--- config.mk ---
export PLATFORM = sky130hd
export DESIGN_NAME = cmp_top
export DESIGN_NICKNAME = d
export VERILOG_FILES = /design/src/include/cmp_pkg.sv /design/src/hdl/cmp_mismatch.sv /design/src/hdl/cmp_sync.sv /design/src/hdl/cmp_top.sv
export VERILOG_INCLUDE_DIRS = /design/src /design/src/include
export SDC_FILE = /design/constraint.sdc
export NUM_CORES = 1
export LEC_CHECK = 0
export ABC_AREA = 0
export BUFFER_PORTS_ARGS = -buffer_cell sky130_fd_sc_hd__buf_2
export CAP_MARGIN = 20
export CORE_MARGIN = 2
export CORE_UTILIZATION = 40
export DETAILED_ROUTE_END_ITERATION = 10
export PLACE_DENSITY = 0.83
export SYNTH_ARGS = -nofsm -noshare
export SYNTH_HDL_FRONTEND = slang
export SYNTH_HIERARCHICAL = 1
export SYNTH_SLANG_ARGS = --single-unit
export TNS_END_PERCENT = 50
--- constraint.sdc ---
create_clock -name pclk -period 1.8 [get_ports pclk]
set_input_delay 0 -clock pclk [delete_from_list [all_inputs] [get_ports pclk]]
set_output_delay 0 -clock pclk [all_outputs]
set_load 0.005 [all_outputs]
--- src/include/cmp_cfg.svh ---
// Offsets, field positions, reset values and timing counts of the comparator block.
// Assumes it is included by bare name after the package is compiled.
`ifndef CMP_CFG_SVH
`define CMP_CFG_SVH
`define OFF_CTRL 12'h000
`define OFF_FLAG 12'h004
`define OFF_PEN 12'h008
`define OFF_IRQC 12'h00c
`define OFF_IRQ_STAT 12'h010
`define OFF_IRQ_CLR 12'h014
`define OFF_IRQ_EN 12'h018
`define BIT_C2 7
`define BIT_C1 6
`define BIT_CHG 6
`define BIT_LOCAL_EN 6
`define BIT_PERIPH_EN 6
`define BIT_GLOBAL_EN 7
`define MODE_RESET 3'h0
`define MODE_INTREF 3'h2
`define MODE_OFF 3'h7
`define CTRL_RESET 8'h00
`define SYNC_STAGES 2
`endif

--- src/include/cmp_pkg.sv ---
// Types shared by the comparator block files.
// Assumes nothing beyond a SystemVerilog compiler.
`default_nettype none
package cmp_pkg;
	// Analog routing selections: the reference switch of each positive input, and power for both comparators.
	typedef struct packed {
		logic ref_to_pos1;
		logic ref_to_pos2;
		logic powered;
	} route_s;
	// Interrupt sticky bits.
	typedef struct packed {
		logic wake;
		logic change;
	} evt_s;
	typedef enum logic [1:0] {
		ACC_IDLE,
		ACC_DONE
	} acc_e;
endpackage
`default_nettype wire

--- src/hdl/cmp_mismatch.sv ---
// Latch of both comparator outputs and the mismatch detector.
// Assumes live inputs are already synchronous to pclk.
`timescale 1ns/1ps
`default_nettype none
module cmp_mismatch (
	input wire logic pclk, // Clock.
	input wire logic presetn, // Asynchronous reset, active low.
	input wire logic [1:0] live, // Synchronised outputs, second then first.
	input wire logic access, // Control register access this cycle.
	output logic mismatch // Live outputs differ from the latch.
);
	logic [1:0] seen_reg; // Values captured at the last access.
	logic [1:0] seen_next; // Next captured values.
	// Captures the live outputs on every control register access.
	always_comb begin
		seen_next = access ? live : seen_reg;
	end
	// Registers the captured values.
	always_ff @(posedge pclk or negedge presetn) begin
		if (!presetn) begin
			seen_reg <= 2'h0;
		end else begin
			seen_reg <= seen_next;
		end
	end
	// A mismatch is held off in the access cycle itself.
	assign mismatch = (live != seen_reg) && !access;
endmodule
`default_nettype wire

--- src/hdl/cmp_sync.sv ---
// Two-stage level synchroniser for one comparator output.
// Assumes the input is asynchronous to pclk.
`timescale 1ns/1ps
`default_nettype none
module cmp_sync #(
	parameter int STAGES = 2
) (
	input wire logic pclk, // Clock.
	input wire logic presetn, // Asynchronous reset, active low.
	input wire logic d, // Raw level.
	output logic q // Synchronised level.
);
	logic [STAGES-1:0] sh_reg; // Shift chain.
	logic [STAGES-1:0] sh_next; // Next value of the chain.
	// Refuses a chain too short to settle a raw level.
	if (STAGES < 2) begin : g_bad_stages
		$error("cmp_sync needs at least two stages.");
	end
	// Shifts the level in one stage per clock.
	always_comb begin
		sh_next = {sh_reg[STAGES-2:0], d};
	end
	// Registers the chain.
	always_ff @(posedge pclk or negedge presetn) begin
		if (!presetn) begin
			sh_reg <= '0;
		end else begin
			sh_reg <= sh_next;
		end
	end
	assign q = sh_reg[STAGES-1];
endmodule
`default_nettype wire

--- src/hdl/cmp_top.sv ---
// Digital side of a dual comparator with change interrupt, reached over APB.
// Assumes the analog comparators deliver raw levels and follow the route outputs.
//
// Local design decisions: the APB interface to the registers and the register offsets.
`timescale 1ns/1ps
`default_nettype none
`include "cmp_cfg.svh"
module cmp_top #(
	parameter int SYNC_STAGES = `SYNC_STAGES
) (
	input wire logic pclk, // Clock, 100 MHz.
	input wire logic presetn, // Asynchronous reset, active low.
	input wire logic psel, // APB select.
	input wire logic penable, // APB enable.
	input wire logic pwrite, // APB direction.
	input wire logic [11:0] paddr, // APB byte address.
	input wire logic [31:0] pwdata, // APB write data.
	output logic [31:0] prdata, // APB read data, registered.
	output logic pready, // APB ready, registered.
	output logic pslverr, // APB error, registered.
	input wire logic cmp1_raw, // First comparator raw level (positive above negative).
	input wire logic cmp2_raw, // Second comparator raw level.
	input wire logic sleeping, // Core is in sleep.
	output cmp_pkg::route_s route, // Analog routing, registered.
	output logic [2:0] comparator_mode_field, // Mode field, registered.
	output logic cis_sel, // Input switch bit, registered.
	output logic cmp_irq, // Core comparator interrupt request, registered.
	output logic wake_req, // Wake request to the core, registered.
	output logic irq // Block interrupt line, registered.
);
	import cmp_pkg::*;
	// Refuses a synchroniser too short to settle a raw comparator level.
	if (SYNC_STAGES < 2) begin : g_bad_stages
		$error("cmp_top needs two synchroniser stages.");
	end
	logic first_compare_output; // Synchronised first output.
	logic second_compare_output; // Synchronised second output.
	logic mismatch; // Outputs differ from the latch.
	logic setup; // APB setup phase seen.
	logic ctrl_access; // Control register read or write this cycle.
	logic [3:0] mode_reg, mode_next; // Mode field and input switch.
	logic compare_change_flag_reg, compare_change_flag_next; // Change flag.
	logic compare_change_irq_enable_reg, compare_change_irq_enable_next; // Local enable.
	logic peripheral_irq_enable_reg, peripheral_irq_enable_next; // Peripheral enable.
	logic global_irq_enable_reg, global_irq_enable_next; // Global enable.
	evt_s stat_reg, stat_next; // Sticky event bits.
	evt_s en_reg, en_next; // Event enables.
	acc_e acc_reg, acc_next; // Bus access state.
	logic [31:0] rdata_reg, rdata_next; // Read data.
	logic err_reg, err_next; // Error answer.
	logic cmp_irq_reg, cmp_irq_next; // Core request.
	logic wake_reg, wake_next; // Wake request.
	logic irq_reg, irq_next; // Block interrupt.
	logic mask_off; // Comparators powered down.
	logic live1, live2; // Outputs gated by power.
	route_s route_reg; // Registered analog routing.
	route_s route_next; // Routing that follows the next mode.
	// Synchronises the two comparator levels.
	cmp_sync #(.STAGES(SYNC_STAGES)) u_sync1 (
		.pclk(pclk),
		.presetn(presetn),
		.d(cmp1_raw),
		.q(first_compare_output)
	);
	cmp_sync #(.STAGES(SYNC_STAGES)) u_sync2 (
		.pclk(pclk),
		.presetn(presetn),
		.d(cmp2_raw),
		.q(second_compare_output)
	);
	// Powered-down modes force the outputs low.
	assign mask_off = (mode_reg[2:0] == `MODE_RESET) || (mode_reg[2:0] == `MODE_OFF);
	assign live1 = first_compare_output && !mask_off;
	assign live2 = second_compare_output && !mask_off;
	assign setup = psel && !penable;
	assign ctrl_access = setup && (paddr == `OFF_CTRL);
	// Watches the outputs against the value seen at the last access.
	cmp_mismatch u_mm (
		.pclk(pclk),
		.presetn(presetn),
		.live({live2, live1}),
		.access(ctrl_access),
		.mismatch(mismatch)
	);
	// Computes the register file, flags and bus answer.
	always_comb begin
		mode_next = mode_reg;
		compare_change_flag_next = compare_change_flag_reg;
		compare_change_irq_enable_next = compare_change_irq_enable_reg;
		peripheral_irq_enable_next = peripheral_irq_enable_reg;
		global_irq_enable_next = global_irq_enable_reg;
		stat_next = stat_reg;
		en_next = en_reg;
		rdata_next = rdata_reg;
		err_next = 1'b0;
		acc_next = ACC_IDLE;
		if (setup) begin
			// Setup cycle: answer one cycle later.
			acc_next = ACC_DONE;
			rdata_next = 32'h0;
			if (pwrite) begin
				case (paddr)
					`OFF_CTRL: begin
						mode_next = pwdata[3:0];
					end
					`OFF_FLAG: begin
						compare_change_flag_next = pwdata[`BIT_CHG];
					end
					`OFF_PEN: begin
						// Local enable of the change interrupt.
						compare_change_irq_enable_next = pwdata[`BIT_LOCAL_EN];
					end
					`OFF_IRQC: begin
						// Peripheral and global enables share one word.
						peripheral_irq_enable_next = pwdata[`BIT_PERIPH_EN];
						global_irq_enable_next = pwdata[`BIT_GLOBAL_EN];
					end
					`OFF_IRQ_CLR: begin
						stat_next = stat_reg & ~evt_s'(pwdata[1:0]);
					end
					`OFF_IRQ_EN: begin
						en_next = evt_s'(pwdata[1:0]);
					end
					`OFF_IRQ_STAT: begin
						err_next = 1'b0;
					end
					default: begin
						err_next = 1'b1;
					end
				endcase
			end else begin
				case (paddr)
					`OFF_CTRL: begin
						rdata_next[`BIT_C2] = live2;
						rdata_next[`BIT_C1] = live1;
						rdata_next[3:0] = mode_reg;
					end
					`OFF_FLAG: begin
						rdata_next[`BIT_CHG] = compare_change_flag_reg;
					end
					`OFF_PEN: begin
						// Local enable reads back in place.
						rdata_next[`BIT_LOCAL_EN] = compare_change_irq_enable_reg;
					end
					`OFF_IRQC: begin
						// Both upper enables read back in place.
						rdata_next[`BIT_PERIPH_EN] = peripheral_irq_enable_reg;
						rdata_next[`BIT_GLOBAL_EN] = global_irq_enable_reg;
					end
					`OFF_IRQ_STAT: begin
						rdata_next[1:0] = stat_reg;
					end
					`OFF_IRQ_EN: begin
						rdata_next[1:0] = en_reg;
					end
					`OFF_IRQ_CLR: begin
						rdata_next = 32'h0;
					end
					default: begin
						err_next = 1'b1;
					end
				endcase
			end
		end
		// A mismatch sets the flag regardless of enables, and beats a clear.
		if (mismatch) begin
			compare_change_flag_next = 1'b1;
			stat_next.change = 1'b1;
		end
		// The core request needs every enable.
		cmp_irq_next = compare_change_flag_next && compare_change_irq_enable_next
			&& peripheral_irq_enable_next && global_irq_enable_next;
		// Waking from sleep needs only the local and peripheral enables.
		wake_next = sleeping && compare_change_flag_next
			&& compare_change_irq_enable_next && peripheral_irq_enable_next;
		if (wake_next) begin
			stat_next.wake = 1'b1;
		end
		irq_next = |(stat_next & en_next);
	end
	// Registers everything computed above.
	always_ff @(posedge pclk or negedge presetn) begin
		if (!presetn) begin
			mode_reg <= 4'(`CTRL_RESET);
			compare_change_flag_reg <= 1'b0;
			compare_change_irq_enable_reg <= 1'b0;
			peripheral_irq_enable_reg <= 1'b0;
			global_irq_enable_reg <= 1'b0;
			stat_reg <= '0;
			en_reg <= '0;
			acc_reg <= ACC_IDLE;
			rdata_reg <= 32'h0;
			err_reg <= 1'b0;
			cmp_irq_reg <= 1'b0;
			wake_reg <= 1'b0;
			irq_reg <= 1'b0;
		end else begin
			mode_reg <= mode_next;
			compare_change_flag_reg <= compare_change_flag_next;
			compare_change_irq_enable_reg <= compare_change_irq_enable_next;
			peripheral_irq_enable_reg <= peripheral_irq_enable_next;
			global_irq_enable_reg <= global_irq_enable_next;
			stat_reg <= stat_next;
			en_reg <= en_next;
			acc_reg <= acc_next;
			rdata_reg <= rdata_next;
			err_reg <= err_next;
			cmp_irq_reg <= cmp_irq_next;
			wake_reg <= wake_next;
			irq_reg <= irq_next;
		end
	end
	// Analog routing: mode 010 ties the reference to both positive inputs;
	// other modes leave the pins free, shared or separate as wired.
	// It is worked out from the next mode, so the register follows the mode exactly.
	always_comb begin
		route_next.ref_to_pos1 = (mode_next[2:0] == `MODE_INTREF);
		route_next.ref_to_pos2 = (mode_next[2:0] == `MODE_INTREF);
		route_next.powered = (mode_next[2:0] != `MODE_RESET)
			&& (mode_next[2:0] != `MODE_OFF);
	end
	// Registers the routing so the analog side sees glitch-free levels.
	always_ff @(posedge pclk or negedge presetn) begin
		if (!presetn) begin
			// Reset leaves every input analog and both comparators off.
			route_reg <= '0;
		end else begin
			route_reg <= route_next;
		end
	end
	assign route = route_reg;
	assign comparator_mode_field = mode_reg[2:0];
	assign cis_sel = mode_reg[3];
	assign prdata = rdata_reg;
	assign pready = (acc_reg == ACC_DONE);
	// The error register is only ever set by a setup cycle, so it stands with pready.
	assign pslverr = err_reg;
	assign cmp_irq = cmp_irq_reg;
	assign wake_req = wake_reg;
	assign irq = irq_reg;
	// Checks.
	// A mismatch must show in the change flag at the very next edge.
	chk_flag_on_change: assert property (
		@(posedge pclk) disable iff (!presetn)
		mismatch |=> compare_change_flag_reg)
		else $error("Change did not set flag.");
	// The flag is set even while the global enable is clear.
	chk_flag_no_enable: assert property (
		@(posedge pclk) disable iff (!presetn)
		(mismatch && !global_irq_enable_reg) |=> compare_change_flag_reg)
		else $error("Flag not set with enables clear.");
	// The core request may only stand behind all three enables.
	chk_irq_gate: assert property (
		@(posedge pclk) disable iff (!presetn)
		cmp_irq |-> $past(compare_change_irq_enable_next && peripheral_irq_enable_next
		&& global_irq_enable_next))
		else $error("Interrupt without all enables.");
	// A control read returns both outputs as they stood in the setup cycle.
	chk_ctrl_bits: assert property (
		@(posedge pclk) disable iff (!presetn)
		(ctrl_access && !pwrite) |=> prdata[7:6] == $past({live2, live1}))
		else $error("Output bits wrong in read.");
	// The reference reaches the first positive input in the internal mode only.
	chk_intref_route: assert property (
		@(posedge pclk) disable iff (!presetn)
		route.ref_to_pos1 == (comparator_mode_field == `MODE_INTREF))
		else $error("Reference routing wrong.");
	// Software writes land in the flag when no change competes.
	chk_flag_write: assert property (
		@(posedge pclk) disable iff (!presetn)
		(setup && pwrite && paddr == `OFF_FLAG && !mismatch)
		|=> compare_change_flag_reg == $past(pwdata[6]))
		else $error("Flag write lost.");
	// With the outputs steady, an access leaves no mismatch behind.
	chk_access_ends: assert property (
		@(posedge pclk) disable iff (!presetn)
		(ctrl_access && $stable({live2, live1})) ##1 $stable({live2, live1}) |-> !mismatch)
		else $error("Access did not end mismatch.");
	// The off mode must power both comparators down.
	chk_off_mode: assert property (
		@(posedge pclk) disable iff (!presetn)
		(comparator_mode_field == `MODE_OFF) |-> !route.powered)
		else $error("Off mode left comparators powered.");
	// Every setup cycle is answered in the next cycle.
	chk_pready_one: assert property (
		@(posedge pclk) disable iff (!presetn)
		setup |=> pready)
		else $error("No answer after setup.");
	// Main scenarios: change to request, control access then flag write, wake, software set.
	cov_change: cover property (@(posedge pclk) disable iff (!presetn) mismatch ##1 cmp_irq);
	cov_clear: cover property (@(posedge pclk) disable iff (!presetn)
		ctrl_access ##[1:4] (setup && pwrite && paddr == `OFF_FLAG));
	cov_wake: cover property (@(posedge pclk) disable iff (!presetn) wake_req);
	cov_soft_set: cover property (@(posedge pclk) disable iff (!presetn)
		setup && pwrite && paddr == `OFF_FLAG && pwdata[6]);
endmodule
`default_nettype wire

==> report_table.html <==
<table>
<tr><th>Metric</th><th>Value</th></tr>
<tr><th colspan="2">Run status</th></tr>
<tr><td>Run status</td><td>finished, violations left</td></tr>
<tr><td>Violated checks</td><td>setup timing</td></tr>
<tr><th colspan="2">Synth</th></tr>
<tr><td>Average cell area after synthesis</td><td>10.9 µm²</td></tr>
<tr><td>Yosys synthesis warning count</td><td>6</td></tr>
<tr><td>Area of the mapped netlist</td><td>1710 µm²</td></tr>
<tr><td>EDFF count, synth</td><td>0</td></tr>
<tr><td>Cell count after synthesis</td><td>156</td></tr>
<tr><td>Count of state elements after synthesis</td><td>31</td></tr>
<tr><td>Top flip-flop cell by instance count after synthesis</td><td>dfrtp_1</td></tr>
<tr><td>Async set-or-reset flop fraction in the synthesized netlist</td><td>1.00</td></tr>
<tr><td>Sequential cell area fraction in the yosys report</td><td>0.455</td></tr>
<tr><td>Library cells used by synthesis</td><td>45</td></tr>
<tr><th colspan="2">Global route</th></tr>
<tr><td>Number of antenna violations at the first check in global routing</td><td>0</td></tr>
<tr><td>Sum of overflow across all layers after global routing</td><td>0</td></tr>
<tr><td>Maximum number of pins on one net before global-route repair</td><td>32</td></tr>
<tr><td>Wire length of the first global-routing pass</td><td>5.67 mm</td></tr>
<tr><td>Number of global-route vias before repair</td><td>1260</td></tr>
<tr><td>Overall fraction of global-route tracks in use</td><td>0.150</td></tr>
<tr><th colspan="2">Layout</th></tr>
<tr><td>Final net count</td><td>278</td></tr>
<tr><td>Post-synthesis to final-layout area growth</td><td>29.8%</td></tr>
<tr><td>Ratio of cells with drive above 1 in the final layout</td><td>0.414</td></tr>
<tr><td>Max reg flops</td><td>6</td></tr>
<tr><td># diodes</td><td>0</td></tr>
<tr><td>Post-route cell area</td><td>2210 µm²</td></tr>
<tr><td>Number of fillers in the final layout</td><td>369</td></tr>
<tr><th colspan="2">STA</th></tr>
<tr><td>Count of final setup violators</td><td>2</td></tr>
<tr><td>Final number of hold-violating endpoints</td><td>0</td></tr>
<tr><td>Max-slew violation count</td><td>0</td></tr>
<tr><td>Fin worst setup slack</td><td>-0.0708 ns</td></tr>
<tr><td>Maximum clock rate</td><td>535 MHz</td></tr>
<tr><td>Unrepaired setup endpoints after global routing</td><td>true</td></tr>
<tr><td>Relative max-transition margin</td><td>0.550</td></tr>
<tr><td>Transition time at the pin with the least slew margin</td><td>0.675 ns</td></tr>
<tr><td>Post-route clock skew</td><td>0.00556 ns</td></tr>
<tr><td>Period utilization</td><td>1.04</td></tr>
<tr><td>Tmin final</td><td>1.87 ns</td></tr>
<tr><th colspan="2">Floorplan</th></tr>
<tr><td>Die X</td><td>69.3 µm</td></tr>
<tr><td>Full die area</td><td>4810 µm²</td></tr>
<tr><td>Area of the placeable core</td><td>4060 µm²</td></tr>
<tr><td>Starting utilization of the core area</td><td>0.421</td></tr>
<tr><td>Std-Cell Rows</td><td>23</td></tr>
<tr><td>Die height</td><td>69.3 µm</td></tr>
<tr><td>Number of top-level pins</td><td>96</td></tr>
<tr><th colspan="2">Setup path</th></tr>
<tr><td>Data required time at the worst endpoint</td><td>2.02 ns</td></tr>
<tr><td>Stage delay of the slowest cell on the critical path</td><td>0.41 ns</td></tr>
<tr><td>Worst endpoint data arrival time</td><td>2.09 ns</td></tr>
<tr><td>Setup crit end kind</td><td>flip-flop</td></tr>
<tr><td>Cell-by-cell listing of the critical path</td><td>and3_1 -&gt; nor2_2 -&gt; and2_4 -&gt; xnor2_1 -&gt; a21oi_2 -&gt; nor2_1 -&gt; mux2i_2 -&gt; o21ai_1 -&gt; and3b_1</td></tr>
<tr><td>Setup Crit Path Kind</td><td>reg2reg</td></tr>
<tr><td>Slowest cell on crit path</td><td>dfrtp_1</td></tr>
<tr><td>Crit path launch type</td><td>flip-flop</td></tr>
<tr><td>Peak fanout along the critical path</td><td>4</td></tr>
<tr><th colspan="2">Route</th></tr>
<tr><td>DRC marker count from the first detailed-route iteration</td><td>67</td></tr>
<tr><td>Total wire length</td><td>3.53 mm</td></tr>
<tr><td>Via count</td><td>1347</td></tr>
<tr><td>Detail-routed via count per cell</td><td>4.86</td></tr>
<tr><td>Remaining number of nets flagged by the antenna check after routing</td><td>0</td></tr>
<tr><td>Wire length per cell</td><td>12.7 µm</td></tr>
<tr><td>Drt drc</td><td>0</td></tr>
<tr><td>Drt first pass iters</td><td>4</td></tr>
<tr><th colspan="2">Place</th></tr>
<tr><td>Worst slack, placed</td><td>-0.117 ns</td></tr>
<tr><td>Detailed-placement wirelength estimate</td><td>2.56 mm</td></tr>
<tr><td>Weighted congestion reported at the end of routability-driven placement</td><td>0.871</td></tr>
<tr><td>Number of port buffers</td><td>43</td></tr>
<tr><td>Instance area at placement</td><td>1980 µm²</td></tr>
<tr><th colspan="2">Pwr</th></tr>
<tr><td>Worst voltage drop across the vdd grid</td><td>335 µV</td></tr>
<tr><td>Leakage power</td><td>1.16 nW</td></tr>
<tr><td>Power per cell area</td><td>650 nW/µm²</td></tr>
<tr><th colspan="2">Clock tree</th></tr>
<tr><td>Later-pin clock latency in the skew report</td><td>0.29 ns</td></tr>
<tr><td>Number of buffers on the longest clock path</td><td>2</td></tr>
<tr><td>H-tree lvl count</td><td>2</td></tr>
<tr><td>Clock input transition at the sequential cells of the worst setup and hold paths</td><td>0.06 ns</td></tr>
<tr><td>Clock tree from TritonCTS</td><td>yes</td></tr>
<tr><td>Clock Tree Root</td><td>clkbuf_8</td></tr>
<tr><td>Sinks on Clock Net</td><td>31</td></tr>
<tr><td>Number of buffers created by CTS</td><td>5</td></tr>
<tr><th colspan="2">Worst hold path</th></tr>
<tr><td>Min-Delay Path Class</td><td>in2reg</td></tr>
<tr><th colspan="2">Job</th></tr>
<tr><td>Maxcap violations</td><td>0</td></tr>
</table>
power breakdown:
| part | internal [mW] | switching (mW) |
|---|---|---|
| Combinational | 0.0503 | 0.0770 |
| Clock | 0.349 | 0.257 |
| Sequential | 0.704 | 0.00225 |
| Total | 1.10 | 0.337 |
metrics by stage:
step                setup TNS, ns   util  hold WS (ns)  instances  total power, mW
detailed placement         -0.231  0.488        0.0809        258            0.833
floorplan                       0      -        -0.296        181            0.809
finish                     -0.113  0.546        0.0118        277             1.44
global route               -0.567  0.546        0.0131        277             1.50
CTS                       -0.0555  0.539       0.00240        277             1.45
global placement          -0.0456  0.488        0.0678        258            0.831
critical path, delay by kind of cell (launching register included):
family          cells  cell delay, ns
simple gates        5            0.80
flops               1            0.41
compound gates      2            0.30
mux                 1            0.22
xor+xnor            1            0.07
per-layer routing:
metal,up-vias,share of wire,GRT usage
li1,646,-,-
met1,646,0.44,0.185
met2,45,0.48,0.240
met3,10,0.052,0.0320
met4,0,0.028,0.0915
met5,-,0,0
final cells by class:
class | instances | area (µm²) | share of cell area
Multi-Input combinational cell | 112 | 822 | 0.371
Clock buffer | 8 | 100 | 0.0452
Tap cell | 50 | 62.6 | 0.0282
Inverter | 7 | 26.3 | 0.0119
Timing Repair Buffer | 69 | 428 | 0.193
Sequential cell | 31 | 776 | 0.350
repair_timing:
item,CTS,global route
pin swaps,3,9
gates cloned,0,0
endpoints found under the hold margin,37,0
endpoints found under the setup margin,3,6
setup buffers,4,0
resized for setup,3,4
hold buffers,7,0
logic make-up after synthesis:
logic type | synth area share
AO/OA/AOI/OAI | 0.0858
XOR/XNOR | 0.0103
buffers and inverters | 0.144
flip-flops | 0.455
multiplexers | 0.0982
other | 0.00220
AND/OR/NAND/NOR | 0.205
synth_stat cells (2+ instances only):
cell | n | area [µm²]
a21oi_1 | 2 | 10.0
a22o_1 | 5 | 43.8
a31oi_1 | 3 | 18.8
and2_1 | 3 | 18.8
and3_1 | 5 | 31.3
and4_1 | 2 | 17.5
buf_2 | 2 | 10.0
buf_4 | 27 | 203
clkbuf_1 | 2 | 7.51
dfrtp_1 | 31 | 776
inv_1 | 7 | 26.3
mux2_2 | 8 | 90.1
mux2i_1 | 4 | 40.0
nand2_1 | 5 | 18.8
nand2b_1 | 3 | 18.8
nand3_1 | 4 | 20.0
nand4_1 | 2 | 12.5
nor2_1 | 6 | 22.5
nor3_1 | 3 | 15.0
nor4b_1 | 3 | 26.3
o21ai_0 | 4 | 20.0
xnor2_1 | 2 | 17.5
cell usage in the layout (no fill, tap or decap), types with 2 or more instances in the layout:
master	Yosys	final
nand2_1	5	5
dfrtp_1	31	31
a31oi_1	3	3
clkbuf_8	0	7
nand4_1	2	2
nand3_1	4	4
and4_1	2	2
and3_1	5	5
nor3_1	3	2
mux2i_1	4	3
dlygate4sd3_1	0	7
conb_1	1	26
inv_1	7	7
nor3_2	1	2
nand2b_1	3	3
nor4b_1	3	3
mux2_2	8	8
buf_4	27	19
nor2_1	6	5
o21ai_0	4	3
o21ai_1	1	2
and2_4	0	2
buf_2	2	43
a22o_1	5	5
worst paths after layout:
check / from / end / slack (ns) / cells after the start
min reg2reg: u_sync1/sh_reg[0] / u_sync1/sh_reg[1] / 0.35 / 0
min: pwdata[6] / peripheral_irq_enable_reg / 0.01 / 2
max reg2reg: mode_reg[2] / cmp_irq / -0.07 / 9
max in group asynchronous: presetn / u_sync1/sh_reg[1] / 1.08 / 2
max: mode_reg[2] / cmp_irq / -0.07 / 9
min in group asynchronous: presetn / prdata[1] / 0.28 / 2
Note: power is estimated with default switching activity, not from simulation.
